[src/rtl/limcb_pkg.sv]
/*
 * Package for the line interface master control page: register offsets,
 * field positions, reset values, build-out encodings, state types and the
 * packed structs that carry the decoded controls.
 * Assumes an 8-bit parallel processor port with a 5-bit register address.
 */
// Function
// - Standard select bit 7 clear means T1, set means E1.
// - Bit 5 zero turns off both transmit line outputs; one enables them.
// - Bit 4 clear enables analog front end; set selects digital rail mode.
// - Digital mode samples both receive rails on rising external line clock.
// - Digital mode launches both transmit rails on rising external line clock.
// - Bit 3 clear picks 40 dB loss threshold; set picks 20 dB.
// - Bit 2 set: positive 8 kHz pulse on transmit; clear: negative multiframe pulse.
// - Bit 1 set: milliwatt sequence on test slots; clear: pseudo-random generator.
// - Custom level bit clear uses ROM pulse templates chosen by build-out.
// - Custom level set: each of four mark phases uses its coefficient register.
// - Three-bit build-out field in bits 2..0 selects transmit pulse shape.

package limcb_pkg;

	// ********************************************************************
	// Register offsets on the page
	// ********************************************************************
	localparam logic [4:0] LIMCB_OFS_CONFIG  = 5'h10;
	localparam logic [4:0] LIMCB_OFS_TXSHAPE = 5'h11;
	localparam logic [4:0] LIMCB_OFS_RSVD_A  = 5'h12;
	localparam logic [4:0] LIMCB_OFS_JITTER  = 5'h13;
	localparam logic [4:0] LIMCB_OFS_RSVD_B  = 5'h14;
	localparam logic [4:0] LIMCB_OFS_RSVD_C  = 5'h15;
	localparam logic [4:0] LIMCB_OFS_EQ_HIGH = 5'h16;
	localparam logic [4:0] LIMCB_OFS_EQ_LOW  = 5'h17;
	localparam logic [4:0] LIMCB_OFS_SERIAL  = 5'h18;
	localparam logic [4:0] LIMCB_OFS_LINK0   = 5'h19;
	localparam logic [4:0] LIMCB_OFS_LINK1   = 5'h1a;
	localparam logic [4:0] LIMCB_OFS_LINK2   = 5'h1b;
	localparam logic [4:0] LIMCB_OFS_COEF1   = 5'h1c;
	localparam logic [4:0] LIMCB_OFS_COEF4   = 5'h1f;

	// ********************************************************************
	// Field positions
	// ********************************************************************
	localparam int LIMCB_BIT_STANDARD  = 7;
	localparam int LIMCB_BIT_DRV_EN    = 5;
	localparam int LIMCB_BIT_FE_DIS    = 4;
	localparam int LIMCB_BIT_LOS_SEL   = 3;
	localparam int LIMCB_BIT_FP_SEL    = 2;
	localparam int LIMCB_BIT_TSEQ_SEL  = 1;
	localparam int LIMCB_BIT_CUSTOM    = 3;
	localparam int LIMCB_LBO_MSB       = 2;
	localparam int LIMCB_COEF_MSB      = 6;

	// Writable masks; reserved positions are held at zero
	localparam logic [7:0] LIMCB_CONFIG_MASK  = 8'hbe;
	localparam logic [7:0] LIMCB_TXSHAPE_MASK = 8'h0f;
	localparam logic [7:0] LIMCB_COEF_MASK    = 8'h7f;

	// ********************************************************************
	// Reset values
	// ********************************************************************
	localparam logic [7:0] LIMCB_RST_REG  = 8'h00;
	localparam logic [6:0] LIMCB_RST_COEF = 7'h00;

	// ********************************************************************
	// Timing and sizes
	// ********************************************************************
	localparam int LIMCB_PHASES      = 4;
	localparam int LIMCB_FRAME_BITS  = 193;
	localparam int LIMCB_MFRAME_CNT  = 12;

	// ROM template amplitudes per build-out code, one level used on all four phases
	localparam logic [6:0] LIMCB_ROM_LEVEL [8] = '{7'h7f, 7'h74, 7'h6a, 7'h60,
		7'h56, 7'h3c, 7'h2a, 7'h1e};

	typedef logic [6:0] limcb_coef_t;

	// Decoded line controls
	typedef struct packed {
		logic       line_standard_select;
		logic       line_driver_enable;
		logic       front_end_disable;
		logic       los_threshold_select;
		logic       frame_pulse_select;
		logic       test_sequence_select;
		logic       custom_pulse_level;
		logic [2:0] tx_build_out;
	} limcb_ctrl_s;

	// Processor port request
	typedef struct packed {
		logic       cs;
		logic       wr;
		logic       rd;
		logic [4:0] addr;
		logic [7:0] wdata;
	} limcb_req_s;

	// Pulse phase sequencer states
	typedef enum logic [3:0] {
		LIMCB_PH0 = 4'b0001,
		LIMCB_PH1 = 4'b0010,
		LIMCB_PH2 = 4'b0100,
		LIMCB_PH3 = 4'b1000
	} limcb_phase_e;

endpackage

[src/rtl/limcb_top.sv]
/*
 * Master control register page for the line interface: parallel port
 * register bank, line standard and driver control, digital rail path,
 * transmit pulse shaping and frame pulse output.
 * Assumes port signals synchronous to i_clk and an external line clock
 * input sampled as an ordinary synchronous input.
 */
`timescale 1ns/1ps
`default_nettype none

module limcb_top (
	input  wire logic                  i_clk,
	input  wire logic                  i_rst_n,
	input  wire logic                  i_ce,
	input  wire limcb_pkg::limcb_req_s i_req,
	output logic      [7:0]            o_rdata,
	output logic                       o_rdata_valid,
	input  wire logic                  i_external_line_clock_in,
	input  wire logic                  i_rx_rail_a,
	input  wire logic                  i_rx_rail_b,
	input  wire logic                  i_tx_data_a,
	input  wire logic                  i_tx_data_b,
	output logic                       o_rx_data_a,
	output logic                       o_rx_data_b,
	output logic                       o_rx_strobe,
	output logic                       o_tx_rail_a,
	output logic                       o_tx_rail_b,
	output logic      [6:0]            o_tx_line_tip,
	output logic      [6:0]            o_tx_line_ring,
	output logic                       o_front_end_enable,
	output logic                       o_shared_frame_pulse_pin,
	output limcb_pkg::limcb_ctrl_s     o_ctrl
);
	import limcb_pkg::*;

	// ********************************************************************
	// Register storage
	// ********************************************************************
	logic [7:0]  config_control;
	logic [7:0]  tx_line_shape;
	logic [7:0]  reserved_a;
	logic [7:0]  jitter_attenuator_control;
	logic [7:0]  reserved_b;
	logic [7:0]  reserved_c;
	logic [7:0]  equalizer_high_threshold;
	logic [7:0]  equalizer_low_threshold;
	logic [7:0]  serial_config;
	logic [7:0]  link_ctrl0_select;
	logic [7:0]  link_ctrl1_select;
	logic [7:0]  link_ctrl2_select;
	limcb_coef_t pulse_coefficient_regs [LIMCB_PHASES];

	// ********************************************************************
	// Port decode
	// ********************************************************************
	wire wr_en   = i_ce && i_req.cs && i_req.wr;
	wire rd_en   = i_ce && i_req.cs && i_req.rd;
	wire wr_cfg  = wr_en && (i_req.addr == LIMCB_OFS_CONFIG);
	wire wr_tx   = wr_en && (i_req.addr == LIMCB_OFS_TXSHAPE);
	wire wr_ra   = wr_en && (i_req.addr == LIMCB_OFS_RSVD_A);
	wire wr_ja   = wr_en && (i_req.addr == LIMCB_OFS_JITTER);
	wire wr_rb   = wr_en && (i_req.addr == LIMCB_OFS_RSVD_B);
	wire wr_rc   = wr_en && (i_req.addr == LIMCB_OFS_RSVD_C);
	wire wr_eh   = wr_en && (i_req.addr == LIMCB_OFS_EQ_HIGH);
	wire wr_el   = wr_en && (i_req.addr == LIMCB_OFS_EQ_LOW);
	wire wr_sc   = wr_en && (i_req.addr == LIMCB_OFS_SERIAL);
	wire wr_l0   = wr_en && (i_req.addr == LIMCB_OFS_LINK0);
	wire wr_l1   = wr_en && (i_req.addr == LIMCB_OFS_LINK1);
	wire wr_l2   = wr_en && (i_req.addr == LIMCB_OFS_LINK2);
	wire is_coef = (i_req.addr >= LIMCB_OFS_COEF1) && (i_req.addr <= LIMCB_OFS_COEF4);
	wire [1:0] coef_idx = i_req.addr[1:0];

	// ********************************************************************
	// Register writes
	// ********************************************************************
	// Reserved bits are masked so a stray write cannot disturb them
	always_ff @(posedge i_clk or negedge i_rst_n) begin
		if (!i_rst_n) begin
			config_control <= LIMCB_RST_REG;
			tx_line_shape  <= LIMCB_RST_REG;
		end else begin
			if (wr_cfg)
				config_control <= i_req.wdata & LIMCB_CONFIG_MASK;
			if (wr_tx)
				tx_line_shape <= i_req.wdata & LIMCB_TXSHAPE_MASK;
		end
	end

	// Reserved registers store what is written; software keeps them zero
	always_ff @(posedge i_clk or negedge i_rst_n) begin
		if (!i_rst_n) begin
			reserved_a <= LIMCB_RST_REG;
			reserved_b <= LIMCB_RST_REG;
			reserved_c <= LIMCB_RST_REG;
		end else begin
			if (wr_ra)
				reserved_a <= i_req.wdata;
			if (wr_rb)
				reserved_b <= i_req.wdata;
			if (wr_rc)
				reserved_c <= i_req.wdata;
		end
	end

	// Pass-through read/write registers served elsewhere in the device
	always_ff @(posedge i_clk or negedge i_rst_n) begin
		if (!i_rst_n) begin
			jitter_attenuator_control <= LIMCB_RST_REG;
			equalizer_high_threshold  <= LIMCB_RST_REG;
			equalizer_low_threshold   <= LIMCB_RST_REG;
			serial_config             <= LIMCB_RST_REG;
			link_ctrl0_select         <= LIMCB_RST_REG;
			link_ctrl1_select         <= LIMCB_RST_REG;
			link_ctrl2_select         <= LIMCB_RST_REG;
		end else begin
			if (wr_ja) jitter_attenuator_control <= i_req.wdata;
			if (wr_eh) equalizer_high_threshold  <= i_req.wdata;
			if (wr_el) equalizer_low_threshold   <= i_req.wdata;
			if (wr_sc) serial_config             <= i_req.wdata;
			if (wr_l0) link_ctrl0_select         <= i_req.wdata;
			if (wr_l1) link_ctrl1_select         <= i_req.wdata;
			if (wr_l2) link_ctrl2_select         <= i_req.wdata;
		end
	end

	// One coefficient register per mark phase
	genvar g;
	generate
		for (g = 0; g < LIMCB_PHASES; g++) begin : g_coef
			always_ff @(posedge i_clk or negedge i_rst_n) begin
				if (!i_rst_n)
					pulse_coefficient_regs[g] <= LIMCB_RST_COEF;
				else if (wr_en && is_coef && (coef_idx == 2'(g)))
					pulse_coefficient_regs[g] <= i_req.wdata[LIMCB_COEF_MSB:0];
			end
		end
	endgenerate

	// ********************************************************************
	// Read back
	// ********************************************************************
	logic [7:0] rd_mux;

	// Unmapped offsets below the page read as zero
	always_comb begin
		rd_mux = 8'h00;
		if (is_coef)
			rd_mux = {1'b0, pulse_coefficient_regs[coef_idx]};
		else begin
			case (i_req.addr)
				LIMCB_OFS_CONFIG:  rd_mux = config_control;
				LIMCB_OFS_TXSHAPE: rd_mux = tx_line_shape;
				LIMCB_OFS_RSVD_A:  rd_mux = reserved_a;
				LIMCB_OFS_JITTER:  rd_mux = jitter_attenuator_control;
				LIMCB_OFS_RSVD_B:  rd_mux = reserved_b;
				LIMCB_OFS_RSVD_C:  rd_mux = reserved_c;
				LIMCB_OFS_EQ_HIGH: rd_mux = equalizer_high_threshold;
				LIMCB_OFS_EQ_LOW:  rd_mux = equalizer_low_threshold;
				LIMCB_OFS_SERIAL:  rd_mux = serial_config;
				LIMCB_OFS_LINK0:   rd_mux = link_ctrl0_select;
				LIMCB_OFS_LINK1:   rd_mux = link_ctrl1_select;
				LIMCB_OFS_LINK2:   rd_mux = link_ctrl2_select;
				default:           rd_mux = 8'h00;
			endcase
		end
	end

	// Read data registered one cycle after the strobe
	always_ff @(posedge i_clk or negedge i_rst_n) begin
		if (!i_rst_n) begin
			o_rdata       <= 8'h00;
			o_rdata_valid <= 1'b0;
		end else if (i_ce) begin
			o_rdata_valid <= rd_en;
			if (rd_en)
				o_rdata <= rd_mux;
		end
	end

	// ********************************************************************
	// Decoded controls
	// ********************************************************************
	limcb_ctrl_s ctrl;

	// Field extraction for the rest of the transceiver
	assign ctrl.line_standard_select = config_control[LIMCB_BIT_STANDARD];
	assign ctrl.line_driver_enable   = config_control[LIMCB_BIT_DRV_EN];
	assign ctrl.front_end_disable    = config_control[LIMCB_BIT_FE_DIS];
	assign ctrl.los_threshold_select = config_control[LIMCB_BIT_LOS_SEL];
	assign ctrl.frame_pulse_select   = config_control[LIMCB_BIT_FP_SEL];
	assign ctrl.test_sequence_select = config_control[LIMCB_BIT_TSEQ_SEL];
	assign ctrl.custom_pulse_level   = tx_line_shape[LIMCB_BIT_CUSTOM];
	assign ctrl.tx_build_out         = tx_line_shape[LIMCB_LBO_MSB:0];

	assign o_ctrl             = ctrl;
	assign o_front_end_enable = !ctrl.front_end_disable;

	// ********************************************************************
	// External line clock edge detect
	// ********************************************************************
	// Clock pin is sampled as data; it must run well below i_clk
	logic ext_clk_d;
	wire  ext_rise = i_external_line_clock_in && !ext_clk_d;

	always_ff @(posedge i_clk or negedge i_rst_n) begin
		if (!i_rst_n)
			ext_clk_d <= 1'b0;
		else if (i_ce)
			ext_clk_d <= i_external_line_clock_in;
	end

	// ********************************************************************
	// Digital rail path
	// ********************************************************************
	// Rails only move in digital mode, each on a rising line clock edge
	wire rail_step = i_ce && ctrl.front_end_disable && ext_rise;

	always_ff @(posedge i_clk or negedge i_rst_n) begin
		if (!i_rst_n) begin
			o_rx_data_a <= 1'b0;
			o_rx_data_b <= 1'b0;
			o_rx_strobe <= 1'b0;
			o_tx_rail_a <= 1'b0;
			o_tx_rail_b <= 1'b0;
		end else if (i_ce) begin
			o_rx_strobe <= rail_step;
			if (rail_step) begin
				o_rx_data_a <= i_rx_rail_a;
				o_rx_data_b <= i_rx_rail_b;
				o_tx_rail_a <= i_tx_data_a;
				o_tx_rail_b <= i_tx_data_b;
			end
		end
	end

	// ********************************************************************
	// Analog transmit shaping
	// ********************************************************************
	// Phase tick: four phases per line bit in analog mode
	logic [1:0] tick_cnt;
	wire        phase_tick = i_ce && !ctrl.front_end_disable;
	logic [6:0] dac;
	logic       mark_pos;
	logic       mark_neg;

	always_ff @(posedge i_clk or negedge i_rst_n) begin
		if (!i_rst_n) begin
			tick_cnt <= 2'h0;
			mark_pos <= 1'b0;
			mark_neg <= 1'b0;
		end else if (phase_tick) begin
			tick_cnt <= tick_cnt + 2'h1;
			if (tick_cnt == 2'h3) begin
				mark_pos <= i_tx_data_a;
				mark_neg <= i_tx_data_b;
			end
		end
	end

	limcb_pulse_shaper u_shaper (
		.i_clk       (i_clk),
		.i_rst_n     (i_rst_n),
		.i_ce        (i_ce),
		.i_tick      (phase_tick),
		.i_mark      (mark_pos | mark_neg),
		.i_custom    (ctrl.custom_pulse_level),
		.i_build_out (ctrl.tx_build_out),
		.i_coef      ({pulse_coefficient_regs[3], pulse_coefficient_regs[2],
		               pulse_coefficient_regs[1], pulse_coefficient_regs[0]}),
		.o_dac       (dac)
	);

	// Drivers off when disabled or when the analog front end is bypassed
	always_ff @(posedge i_clk or negedge i_rst_n) begin
		if (!i_rst_n) begin
			o_tx_line_tip  <= 7'h00;
			o_tx_line_ring <= 7'h00;
		end else if (i_ce) begin
			o_tx_line_tip  <= (ctrl.line_driver_enable && !ctrl.front_end_disable
				&& mark_pos) ? dac : 7'h00;
			o_tx_line_ring <= (ctrl.line_driver_enable && !ctrl.front_end_disable
				&& mark_neg) ? dac : 7'h00;
		end
	end

	// ********************************************************************
	// Frame pulse
	// ********************************************************************
	// Bit pace follows the rail clock in digital mode, phase count otherwise
	wire bit_step = ctrl.front_end_disable ? ext_rise : (tick_cnt == 2'h3);

	limcb_frame_pulse #(
		.FRAME_BITS (LIMCB_FRAME_BITS),
		.MFRAMES    (LIMCB_MFRAME_CNT)
	) u_frame (
		.i_clk      (i_clk),
		.i_rst_n    (i_rst_n),
		.i_ce       (i_ce),
		.i_bit      (bit_step),
		.i_positive (ctrl.frame_pulse_select),
		.o_pulse    (o_shared_frame_pulse_pin)
	);

endmodule
`default_nettype wire

[src/rtl/limcb_pulse_shaper.sv]
/*
 * Transmit mark shaper: walks four phases per mark and picks the DAC
 * coefficient from ROM templates or custom registers.
 * Assumes a phase tick from the parent and a mark request per bit.
 */
`timescale 1ns/1ps
`default_nettype none

module limcb_pulse_shaper (
	input  wire logic                     i_clk,
	input  wire logic                     i_rst_n,
	input  wire logic                     i_ce,
	input  wire logic                     i_tick,
	input  wire logic                     i_mark,
	input  wire logic                     i_custom,
	input  wire logic [2:0]               i_build_out,
	input  wire logic [4*7-1:0]           i_coef,
	output logic      [6:0]               o_dac
);
	import limcb_pkg::*;

	limcb_phase_e state;
	limcb_phase_e next_state;
	logic [1:0]   phase_idx;
	logic [6:0]   next_dac;

	// Phase index from the one-hot state
	assign phase_idx = {state[3] | state[2], state[3] | state[1]};

	// Custom coefficients win only when the custom bit is set
	assign next_dac = !i_mark   ? 7'h00 :
		i_custom ? i_coef[phase_idx*7 +: 7] :
		LIMCB_ROM_LEVEL[i_build_out];

	// Phase sequencer
	always_comb begin
		case (state)
			LIMCB_PH0: next_state = LIMCB_PH1;
			LIMCB_PH1: next_state = LIMCB_PH2;
			LIMCB_PH2: next_state = LIMCB_PH3;
			LIMCB_PH3: next_state = LIMCB_PH0;
			default:   next_state = LIMCB_PH0;
		endcase
	end

	// Advance one phase per tick
	always_ff @(posedge i_clk or negedge i_rst_n) begin
		if (!i_rst_n) begin
			state <= LIMCB_PH0;
			o_dac <= 7'h00;
		end else if (i_ce && i_tick) begin
			state <= next_state;
			o_dac <= next_dac;
		end
	end

endmodule
`default_nettype wire

[src/rtl/limcb_frame_pulse.sv]
/*
 * Frame pulse generator for the shared frame pulse pin.
 * Assumes a bit strobe per transmitted line bit.
 */
`timescale 1ns/1ps
`default_nettype none

module limcb_frame_pulse #(
	parameter int FRAME_BITS = 193,
	parameter int MFRAMES    = 12
) (
	input  wire logic i_clk,
	input  wire logic i_rst_n,
	input  wire logic i_ce,
	input  wire logic i_bit,
	input  wire logic i_positive,
	output logic      o_pulse
);
	import limcb_pkg::*;

	logic [7:0] bit_cnt;
	logic [3:0] frm_cnt;
	wire        frame_end = (bit_cnt == 8'(FRAME_BITS - 1));
	wire        mf_end    = frame_end && (frm_cnt == 4'(MFRAMES - 1));

	// Bit and frame counters
	always_ff @(posedge i_clk or negedge i_rst_n) begin
		if (!i_rst_n) begin
			bit_cnt <= 8'h00;
			frm_cnt <= 4'h0;
		end else if (i_ce && i_bit) begin
			bit_cnt <= frame_end ? 8'h00 : bit_cnt + 8'h01;
			if (frame_end)
				frm_cnt <= mf_end ? 4'h0 : frm_cnt + 4'h1;
		end
	end

	// Positive per frame, or active-low at multiframe boundary
	always_ff @(posedge i_clk or negedge i_rst_n) begin
		if (!i_rst_n)
			o_pulse <= 1'b1;
		else if (i_ce)
			o_pulse <= i_positive ? (i_bit && frame_end) : !(i_bit && mf_end);
	end

endmodule
`default_nettype wire

[config.mk]
export PLATFORM = sky130hd
export DESIGN_NAME = limcb_top
export DESIGN_NICKNAME = d
export VERILOG_FILES = /design/src/rtl/limcb_pkg.sv /design/src/rtl/limcb_top.sv /design/src/rtl/limcb_pulse_shaper.sv /design/src/rtl/limcb_frame_pulse.sv
export SDC_FILE = /design/constraint.sdc
export NUM_CORES = 1
export LEC_CHECK = 0
export BUFFER_PORTS_ARGS = -buffer_cell sky130_fd_sc_hd__buf_2
export CAP_MARGIN = 20
export CORE_MARGIN = 10
export CORE_UTILIZATION = 55
export DETAILED_ROUTE_END_ITERATION = 10
export GPL_TIMING_DRIVEN = 1
export PLACE_DENSITY = 0.8
export RECOVER_POWER = 100
export SYNTH_ARGS = -nofsm -noshare
export SYNTH_HDL_FRONTEND = slang
export SYNTH_SLANG_ARGS = --single-unit
[constraint.sdc]
create_clock -name i_clk -period 2.4 [get_ports i_clk]
set_clock_uncertainty 0.15 [all_clocks]
set_input_delay 0.48 -clock i_clk [delete_from_list [all_inputs] [get_ports i_clk]]
set_output_delay 0.48 -clock i_clk [all_outputs]
set_load 0.03 [all_outputs]
==> results of run 1 <==
==> worst paths after layout <==
kind | startpoint | end | slack [ps]
max | i_req[9] | link_ctrl0_select[3]$_DFFE_PN0P_ | 190
min | i_rx_rail_b | o_rx_data_b$_DFFE_PN0P_ | 130
max reg2reg | u_frame.bit_cnt[0]$_DFFE_PN0P_ | u_frame.frm_cnt[3]$_DFFE_PN0P_ | 270
min reg2reg | reserved_a[3]$_DFFE_PN0P_ | reserved_a[3]$_DFFE_PN0P_ | 340
max in group asynchronous | i_rst_n | serial_config[0]$_DFFE_PN0P_ | 430
min in group asynchronous | i_rst_n | o_tx_line_ring[0]$_DFFE_PN0P_ | 560
==> cell families (layout without fill, tap and decap cells) <==
group | Yosys count | count (layout) | share of synthesized area (%)
buffers and inverters | 77 | 175 | 3.93
DFF | 175 | 175 | 51.0
adders and majority gates | 7 | 7 | 1.02
AOI/OAI and AO/OA | 110 | 110 | 8.85
and+or+nand+nor | 173 | 173 | 12.3
muxes | 172 | 172 | 22.3
xor gates and xnor gates | 6 | 6 | 0.612
other | 0 | 2 | 0
==> through the flow <==
stage	std cells	power, uW
after floorplan	720	4590
after detailed placement	996	5090
after global routing	1029	8240
final	1031	7920
after CTS	1029	7970
after global placement	996	5000
==> flip-flops by register name, summed over array words and instances (netlist names), 6 cells and up <==
| signal | count |
|---|---|
| link_ctrl0_select | 8 |
| equalizer_low_threshold | 8 |
| pulse_coefficient_regs | 28 |
| o_tx_line_ring | 7 |
| equalizer_high_threshold | 8 |
| u_frame.bit_cnt | 8 |
| config_control | 6 |
| reserved_c | 8 |
| reserved_b | 8 |
| o_rdata | 8 |
| jitter_attenuator_control | 8 |
| o_tx_line_tip | 7 |
| u_shaper.o_dac | 7 |
| link_ctrl2_select | 8 |
| reserved_a | 8 |
| serial_config | 8 |
| link_ctrl1_select | 8 |
==> power by group through the flow <==
| stage | clock [uW] | sequential [uW] | combinational [uW] |
|---|---|---|---|
| 2_1_floorplan | 0 | 3680 | 907 |
| 3_3_place_gp | 0 | 3720 | 1290 |
| 3_5_place_dp | 0 | 3740 | 1350 |
| 4_1_cts | 2910 | 3690 | 1370 |
| 5_1_grt | 3040 | 3760 | 1440 |
| 6_report | 2890 | 3710 | 1320 |
==> critical path: stages <==
cell and delay [ps]:
buf_2 150, nor3b_1 780, nand2_1 170, nor2_1 280, buf_12 180, mux2_2 340
==> cells in the mapped netlist (all sizes together), types with 3 or more instances <==
cell type	n	share of area [%]
a21oi	13	0.76
a221oi	5	0.51
a31oi	5	0.36
a32o	6	0.70
and2	3	0.22
and3	15	1.1
and3b	3	0.31
buf	21	1.5
clkbuf	26	1.1
dfrtp	173	50
ha	7	1.0
inv	30	1.3
mux2	132	17
mux2i	38	4.4
nand2	38	1.7
nand2b	6	0.44
nand3	22	1.4
nand3b	5	0.44
nand4	5	0.36
nand4b	3	0.31
nor2	35	2.3
nor2b	8	0.58
nor3	9	0.90
nor3b	3	0.32
o211ai	6	0.52
o21ai	32	1.9
o221ai	5	0.51
o22ai	5	0.36
o31ai	4	0.35
o32ai	5	0.51
or3	7	0.51
xnor2	6	0.61
==> routing by layer <==
metal  vias to the layer above  wire, um  part of all wire (%)  global-route usage (%)
li1                       2788         -                     -                       -
met1                      3247      9970                    43                    28.5
met2                       222     11100                    48                    34.7
met3                        36      1590                   6.9                    5.65
met4                         0       430                   1.9                    6.28
met5                         -         0                     0                       0
==> repair_timing <==
item / CTS / global route
hold buffers: 1 / 0
endpoints found under the setup margin: 0 / 0
resized for setup: 0 / 0
endpoints found under the hold margin: 29 / 0
==> final cells by class <==
cell class / instances / area [um^2] / area share [%]
sequential: 175 / 4380 / 44.8
multi-input combinational: 468 / 3740 / 38.3
timing repair buffer: 113 / 649 / 6.64
clock buffer: 22 / 484 / 4.95
tap: 211 / 264 / 2.70
clock inverter: 10 / 134 / 1.37
inverter: 30 / 113 / 1.15
antenna: 2 / 5.00 / 0.0512
==> impl_results.md, run 1 <==
* Status: complete, no violations
* Fmax at approximately 450 MHz
* Die W at 145 um
* Crit path arrival time at 2380 ps
* Cell-internal power at around 5600 uW
* Primary FF master, synth: dfrtp_1
* Cell Area, Placed at ~9400 um^2
* Total I/O pin count at 64
* Initial antenna violation count at 1
* Deepest clock path buffer count at 2
* Worst Tran Pin Value at 929 ps
* Crit Path Category: input pin to flop
* Endpoints failing hold at 0
* CTS Root Cell: clkbuf_16
* R2R depth at 6
* Worst setup slack after layout at about 190 ps
* Filler Cell Count at 1193
* Vias in the first global route at around 6400
* H-Tree Depth at 4
* PwrDens at 810 nW/um^2
* Core area at 15300 um^2
* IO Port Bufs at 63
* First-pass GRT wire length at 36.7 mm
* Final core occ at 64.1%
* Post-synth cell types at slightly above 70
* Cell Rows at 45
* First drt pass iteration count at 6
* Area Overhead vs Synth at 13.8%
* Final setup vio count at 0
* Final worst path period share at 92.2%
* Setup TNS at 0 ps
* Post-CTS Setup Bufs at 0
* DIE HEIGHT at 145 um
* Clock sink total at between 150 and 200
* Drt drc at 0
* Sequential share of the synthesized area at 51.0%
* Pin count of the biggest net entering global routing at 67
* CTS Buf Count at 17
* CP required at 2570 ps
* Antenna-violating nets left at 0
* Clock group share of total power at 36.5%
* Drt via density at 6.10
* Sequential share of power at 46.8%
* DP HPWL at 16.3 mm
* Share of flip-flops with an asynchronous set or reset at 100%
* Synthesized Nets at 751
* Synthesized area at 8590 um^2
* Period minus WS final at 2210 ps
* Yosys warns at 0
* Largest fanout on the critical path at 7
* Net Switching at 2280 uW
* Worst skew pair latency at 430 ps
* Comb pwr share at 16.7%
* Reg clk slew, reported paths at ~60 ps
* Switching share of power at around 29%
* Setup repair after global routing missed its margin: false
* Fin Hold WS at approximately 130 ps
* Place WS at slightly above 70 ps
* Crit end category: flop
* P_leak at 0.00444 uW
* Syn avg cell area at between 10 and 15 um^2
* Starting Density at 56.3%
* GPL Wtd Cong at 0.942
* TritonCTS clock tree: yes
* Slew Viols, Final at 0
* Mapped Cells at 720
* Startpoint types: input pin
* DIE AREA at roughly 21000 um^2
* Layout cells sized above 1 at between 20% and 30%
* Worst Hold Class: input pin to flop
* Hold Path Cell Cnt at 2
* Number of DRC markers in iteration 0 at 538
* Total GRT Usage at about 22%
* Post-synth EDFFs at 0
* VDD IR-drop max at 558 uV
* Final Net Count at 836
* Most common cell after layout, fill and taps aside: dfrtp_1
* Synthesized flop and latch total at 175
* Design area at 9780 um^2
* Drt wl/cell at 22.4 um
* Worst slew margin at 37.9%
* Most frequent cells in the layout: dfrtp_1 (173), mux2_2 (127), clkbuf_1 (57)
* DR vias at 6293
* Number of max-cap violations at 0
* Total Wirelength at 23.1 mm
* Total congestion overflow at 0
No activity file was read; power rests on OpenSTA's default activity.
==> run 2: changes to the inputs <==
- CORE_UTILIZATION: 55 -> 60
- PLACE_DENSITY: 0.8 -> 0.86
==> impl_results.md, run 2 (synthesized netlist as in run 1, its figures left out) <==
* Status: complete, no violations
* Period minus WS final at 2250 ps (+32.5 ps)
* Post-CTS Resized at 0 (unchanged)
* Worst Hold Class: input pin to flop
* Most common cell after layout, fill and taps aside: dfrtp_1
* Crit end category: flop
* First-pass GRT wire length at 37.1 mm (+1.3%)
* DIE AREA at 19500 um^2 (-7.2%)
* Total congestion overflow at 0 (unchanged)
* Drt via density at 6.39 (+4.7%)
* Reg clk slew, reported paths at 70 ps (about the same)
* Crit Path Category: input pin to flop
* Endpoints failing hold at 0 (unchanged)
* Largest fanout on the critical path at 8 (+1)
* Final Net Count at 840 (+0.48%)
* Drt wl/cell at 23.2 um (+3.4%)
* Final setup vio count at 0 (unchanged)
* PwrDens at 811 nW/um^2 (about the same)
* Most frequent cells in the layout: dfrtp_1 (173), mux2_2 (128), clkbuf_1 (55)
* First drt pass iteration count at 6 (unchanged)
* Final worst path period share at 93.6% (+1.4 points)
* DR vias at 6404 (+1.8%)
* R2r endpoint: u_frame.frm_cnt[3]$_DFFE_PN0P_
* Deepest clock path buffer count at 2 (unchanged)
* Starting Density at 61.7% (+5.3 points)
* Worst slew margin at 28.7% (-9.2 points)
* Most flop-heavy register: pulse_coefficient_regs
* Register area at 4380 um^2 (unchanged)
* Startpoint types: input pin
* Setup TNS at 0 ps (unchanged)
* Total I/O pin count at 64 (unchanged)
* Slew Viols, Final at 0 (unchanged)
* Crit path arrival time at 2420 ps (+40 ps)
* CTS Root Cell: clkbuf_16
* Filler Cell Count at 1038 (-13%)
* Vias in the first global route at 6717 (+4.6%)
* Antenna-violating nets left at 0 (unchanged)
* Hold Path Origin: i_rx_rail_a
* Area Overhead vs Synth at 13.5%
* Pin count of the biggest net entering global routing at 69 (+3.0%)
* R2R Setup Slk at 290 ps (+20 ps)
* VDD IR-drop max at 592 uV (+6.0%)
* H-Tree Depth at 4 (unchanged)
* Total Wirelength at 23.2 mm (+0.49%)
* Multi-input gate area at 3790 um^2 (+1.2%)
* Max reg flops at 28 (unchanged)
* Worst Tran Pin Value at 1070 ps (+141 ps)
* Worst skew pair latency at 440 ps (about the same)
* P_leak at 0.00448 uW (+0.72%)
* Initial antenna violation count at 0 (-1)
* Core area at 13900 um^2 (-8.7%)
* Post-route insts no fill at 1002 (-2.8%)
* Die W at 140 um (-3.7%)
* Post-placement cell count at 969 (-2.7%)
* Number of DRC markers in iteration 0 at 614 (+14%)
* TritonCTS clock tree: yes
* Number of max-cap violations at 0 (unchanged)
* Hold endpoint: o_rx_data_a$_DFFE_PN0P_
* Fmax at 445 MHz (-1.4%)
* Clock sink total at 175 (unchanged)
* FF-to-FF Start: u_frame.bit_cnt[0]$_DFFE_PN0P_
* R2R depth at 6 (unchanged)
* Total GRT Usage at 23.9% (+2.2 points)
* Hold Path Cell Cnt at 2 (unchanged)
* Setup repair after global routing missed its margin: false
* CP required at 2570 ps (about the same)
* Final core occ at 70.0% (+5.9 points)
* GPL Wtd Cong at 0.944 (+0.20%)
* Drt drc at 0 (unchanged)
* DIE HEIGHT at 140 um (-3.7%)
* Ant diodes at 0 (-2)
* CTS Buf Count at 17 (unchanged)
* DP HPWL at 16.3 mm (-0.25%)
* Layout cells sized above 1 at 29.1% (+1.4 points)
* IO Port Bufs at 63 (unchanged)
* Cell Rows at 43 (-4.4%)
## run 2: cell count changes in the layout (fill, tap and decap cells not counted), sizes merged
cell | before | now
clkbuf | 80 | 77
clkinv | 5 | 6
buf | 54 | 60
inv | 30 | 31
diode | 2 | 0
clkinvlp | 2 | 1
## run 2: area by class of cell
| class | instances | share of cell area [%] |
|---|---|---|
| clock buffers | 21 | 4.72 |
| clock inverters | 11 | 1.40 |
| inverters | 30 | 1.15 |
| multi-input cells | 468 | 38.8 |
| flip-flops and latches | 175 | 44.9 |
| well taps | 180 | 2.31 |
| repair buffers | 117 | 6.66 |
## run 2: worst max-delay path, cell delays in order
cell and delay (ps):
clkbuf_1 120, nand3_1 280, or3_1 430, buf_4 160, nor2_2 530, mux2_2 420
## run 2: where the power goes
group	internal, uW	switching, uW
registers	3320	399
logic	583	767
clock network	1680	1160
## run 2: what timing repair did
item	in CTS	in global routing
buffers inserted	0	0
hold buffers	1	0
hold endpoints to repair	37	0
## run 2: per-stage QoR
step | instance area (um^2) | hold WS [ps] | setup WS (ps) | total power, uW
2_1_floorplan | 8590 | 34.4 | 265 | 4590
3_3_place_gp | 9340 | 258 | 51.9 | 4980
3_5_place_dp | 9340 | 267 | 57.2 | 5100
4_1_cts | 9940 | 119 | 288 | 7950
5_1_grt | 9760 | 128 | 93.5 | 8210
6_report | 9760 | 124 | 154 | 7910
## run 2: per-layer routing
metal	part of all wire (%)	vias to the layer above	global-route usage [%]
met5	0	-	0
met4	2.5	0	9.35
met3	7.5	41	6.43
met2	49	280	39.3
met1	41	3278	29.3
li1	-	2805	-
## run 2: worst max-delay path by stage
| stage | slack, ps | from | to |
|---|---|---|---|
| 3_5_place_dp | 60 | i_req[8] | config_control[1]$_DFFE_PN0P_ |
| 5_1_grt | 90 | i_rst_n | pulse_coefficient_regs[24]$_DFFE_PN0P_ |
| 2_1_floorplan | 270 | i_req[8] | config_control[3]$_DFFE_PN0P_ |
| 6_report | 150 | i_ce | reserved_c[3]$_DFFE_PN0P_ |
| 3_3_place_gp | 50 | i_req[9] | o_rdata[2]$_DFFE_PN0P_ |
| 4_1_cts | 290 | u_frame.bit_cnt[0]$_DFFE_PN0P_ | u_frame.frm_cnt[3]$_DFFE_PN0P_ |
==> run 3: changes to the inputs <==
--- a/constraint.sdc
+++ b/constraint.sdc
@@ -4,2 +4,2 @@
 set_output_delay 0.48 -clock i_clk [all_outputs]
-set_load 0.03 [all_outputs]
+set_load 0.01 [all_outputs]
==> impl_results.md, run 3 (synthesized netlist as in run 1, its figures left out) <==
* Crit Path Category: input pin to flop
* First drt pass iteration count at 6 (unchanged)
* GPL Wtd Cong at 0.944 (unchanged)
* P_leak at 0.00448 uW (about the same)
* VDD IR-drop max at 591 uV (-0.21%)
* Reg clk slew, reported paths at 70 ps (about the same)
* GR Layer Usage met1 at 29.3% (unchanged)
* Setup repair after global routing missed its margin: false
* Post-placement cell count at 969 (unchanged)
* FF-to-FF Start: u_frame.bit_cnt[0]$_DFFE_PN0P_
* Period minus WS final at 2250 ps (+3.41 ps)
* Final Net Count at 840 (unchanged)
* Total GRT Usage at 23.9% (unchanged)
* PwrDens at 801 nW/um^2 (-1.2%)
* CTS Buf Count at 17 (unchanged)
* Max reg flops at 28 (unchanged)
* Pin count of the biggest net entering global routing at 69 (unchanged)
* Worst Hold Class: input pin to flop
* Clock sink total at 175 (unchanged)
* Post-route insts no fill at 1002 (unchanged)
* Most frequent cells in the layout: dfrtp_1 (173), mux2_2 (128), clkbuf_1 (55)
* Startpoint types: input pin
* Total I/O pin count at 64 (unchanged)
* Cell-internal power at 5590 uW (about the same)
* IO Port Bufs at 63 (unchanged)
* Most flop-heavy register: pulse_coefficient_regs
* Worst skew pair latency at 440 ps (about the same)
* DIE AREA at 19500 um^2 (unchanged)
* Final setup vio count at 0 (unchanged)
* DIE HEIGHT at 140 um (unchanged)
* Worst Tran Pin Value at 1060 ps (-8.75 ps)
* Total Wirelength at 23.2 mm (-0.17%)
* Multi-input gate area at 3790 um^2 (unchanged)
* Worst Setup SP: i_ce
* GR Util met2 at 39.3% (unchanged)
* Post-CTS Resized at 0 (unchanged)
* Antenna-violating nets left at 0 (unchanged)
* Number of DRC markers in iteration 0 at 615 (+0.16%)
* Comb pwr share at 16.1% (-1.0 points)
* Largest fanout on the critical path at 8 (unchanged)
* Deepest clock path buffer count at 2 (unchanged)
* DP HPWL at 16.3 mm (unchanged)
* Starting Density at 61.7% (unchanged)
* Die W at 140 um (unchanged)
* Crit path arrival time at 2420 ps (about the same)
* Cell Rows at 43 (unchanged)
* Setup TNS at 0 ps (unchanged)
* Drt wl/cell at 23.1 um (-0.17%)
* CP required at 2570 ps (about the same)
* Switching share of power at 28.5% (-0.89 points)
* Core area at 13900 um^2 (unchanged)
* TritonCTS clock tree: yes
* Clock group share of total power at 36.3% (+0.4 points)
* Total congestion overflow at 0 (unchanged)
* Sequential share of power at 47.6% (+0.6 points)
* Crit end category: flop
* Vias in the first global route at 6717 (unchanged)
* Filler Cell Count at 1039 (+0.096%)
* Hold Path Origin: i_rx_rail_a
* Worst slew margin at 29.3% (+0.58 points)
* Overall Power at 7810 uW (-1.3%)
* CTS Root Cell: clkbuf_16
* Status: complete, no violations
* Endpoints failing hold at 0 (unchanged)
* Number of max-cap violations at 0 (unchanged)
* Layout cells sized above 1 at 29.1% (unchanged)
* H-Tree Depth at 4 (unchanged)
* Initial antenna violation count at 0 (unchanged)
* Ant diodes at 0 (unchanged)
* Final worst path period share at 93.7% (+0.14 points)
* Register area at 4380 um^2 (unchanged)
* DR vias at 6425 (+0.33%)
* Fmax at 445 MHz (-0.15%)
* Area Overhead vs Synth at 13.5% (about the same)
* First-pass GRT wire length at 37.1 mm (unchanged)
* Met3 usage at 6.43% (unchanged)
* GR peak layer: met2
* Drt via density at 6.41 (+0.33%)
* Drt drc at 0 (unchanged)
* Net Switching at 2230 uW (-4.3%)
* Slew Viols, Final at 0 (unchanged)
* Most common cell after layout, fill and taps aside: dfrtp_1
-- run 3: cell count changes in the layout (fill, tap and decap cells not counted) --
| cell | previous run | this run |
|---|---|---|
| buf_2 | 20 | 21 |
| buf_4 | 38 | 37 |
-- run 3: worst max-delay path, stage by stage --
cell and delay, ps:
clkbuf_1 120, nand3_1 280, or3_1 430, buf_4 160
nor2_2 540, mux2_2 420
-- run 3: metrics by stage --
stage / setup slack, ps / instance area, um^2 / hold slack, ps / util, %
3_3_place_gp: 51.9 / 9340 / 258 / 67.0
5_1_grt: 93.5 / 9750 / 128 / 70.0
3_5_place_dp: 57.2 / 9340 / 267 / 67.0
2_1_floorplan: 265 / 8590 / 34.4 / -
6_report: 151 / 9750 / 125 / 70.0
4_1_cts: 288 / 9940 / 119 / 71.4
-- run 3: final cells by class --
class / instances / area share [%]
Sequential cell: 175 / 44.9
Inverter: 30 / 1.15
Multi-Input combinational cell: 468 / 38.9
Timing Repair Buffer: 117 / 6.63
Clock inverter: 11 / 1.40
Tap cell: 180 / 2.31
Clock buffer: 21 / 4.72
-- run 3: what timing repair did --
item,4_1_cts,5_1_grt
hold buffers,1,0
setup buffers,0,0
endpoints found under the hold margin,37,0
-- run 3: path summary, 6_finish.rpt --
kind,endpoint,slack (ps),cells past startpoint
setup / recovery,reserved_c[3]$_DFFE_PN0P_,150,6
hold / removal,o_rx_data_a$_DFFE_PN0P_,120,2
setup reg to reg,u_frame.frm_cnt[3]$_DFFE_PN0P_,280,6
hold reg to reg,tick_cnt[0]$_DFFE_PN0P_,350,1
max in group asynchronous,pulse_coefficient_regs[24]$_DFFE_PN0P_,350,3
min in group asynchronous,o_tx_line_tip[6]$_DFFE_PN0P_,620,2
-- run 3: power by group through the flow --
| stage | Clock, uW | Sequential (uW) | Combinational (uW) |
|---|---|---|---|
| after floorplan | 0 | 3590 | 901 |
| after global placement | 0 | 3710 | 1180 |
| after detailed placement | 0 | 3750 | 1250 |
| after CTS | 2860 | 3700 | 1290 |
| after global routing | 2990 | 3760 | 1370 |
| final | 2840 | 3720 | 1250 |
-- run 3: metal layers --
metal / part of all wire, % / routed length (um)
met5: 0 / 0
met4: 2.5 / 587
met3: 7.6 / 1750
met2: 49 / 11300
met1: 41 / 9550
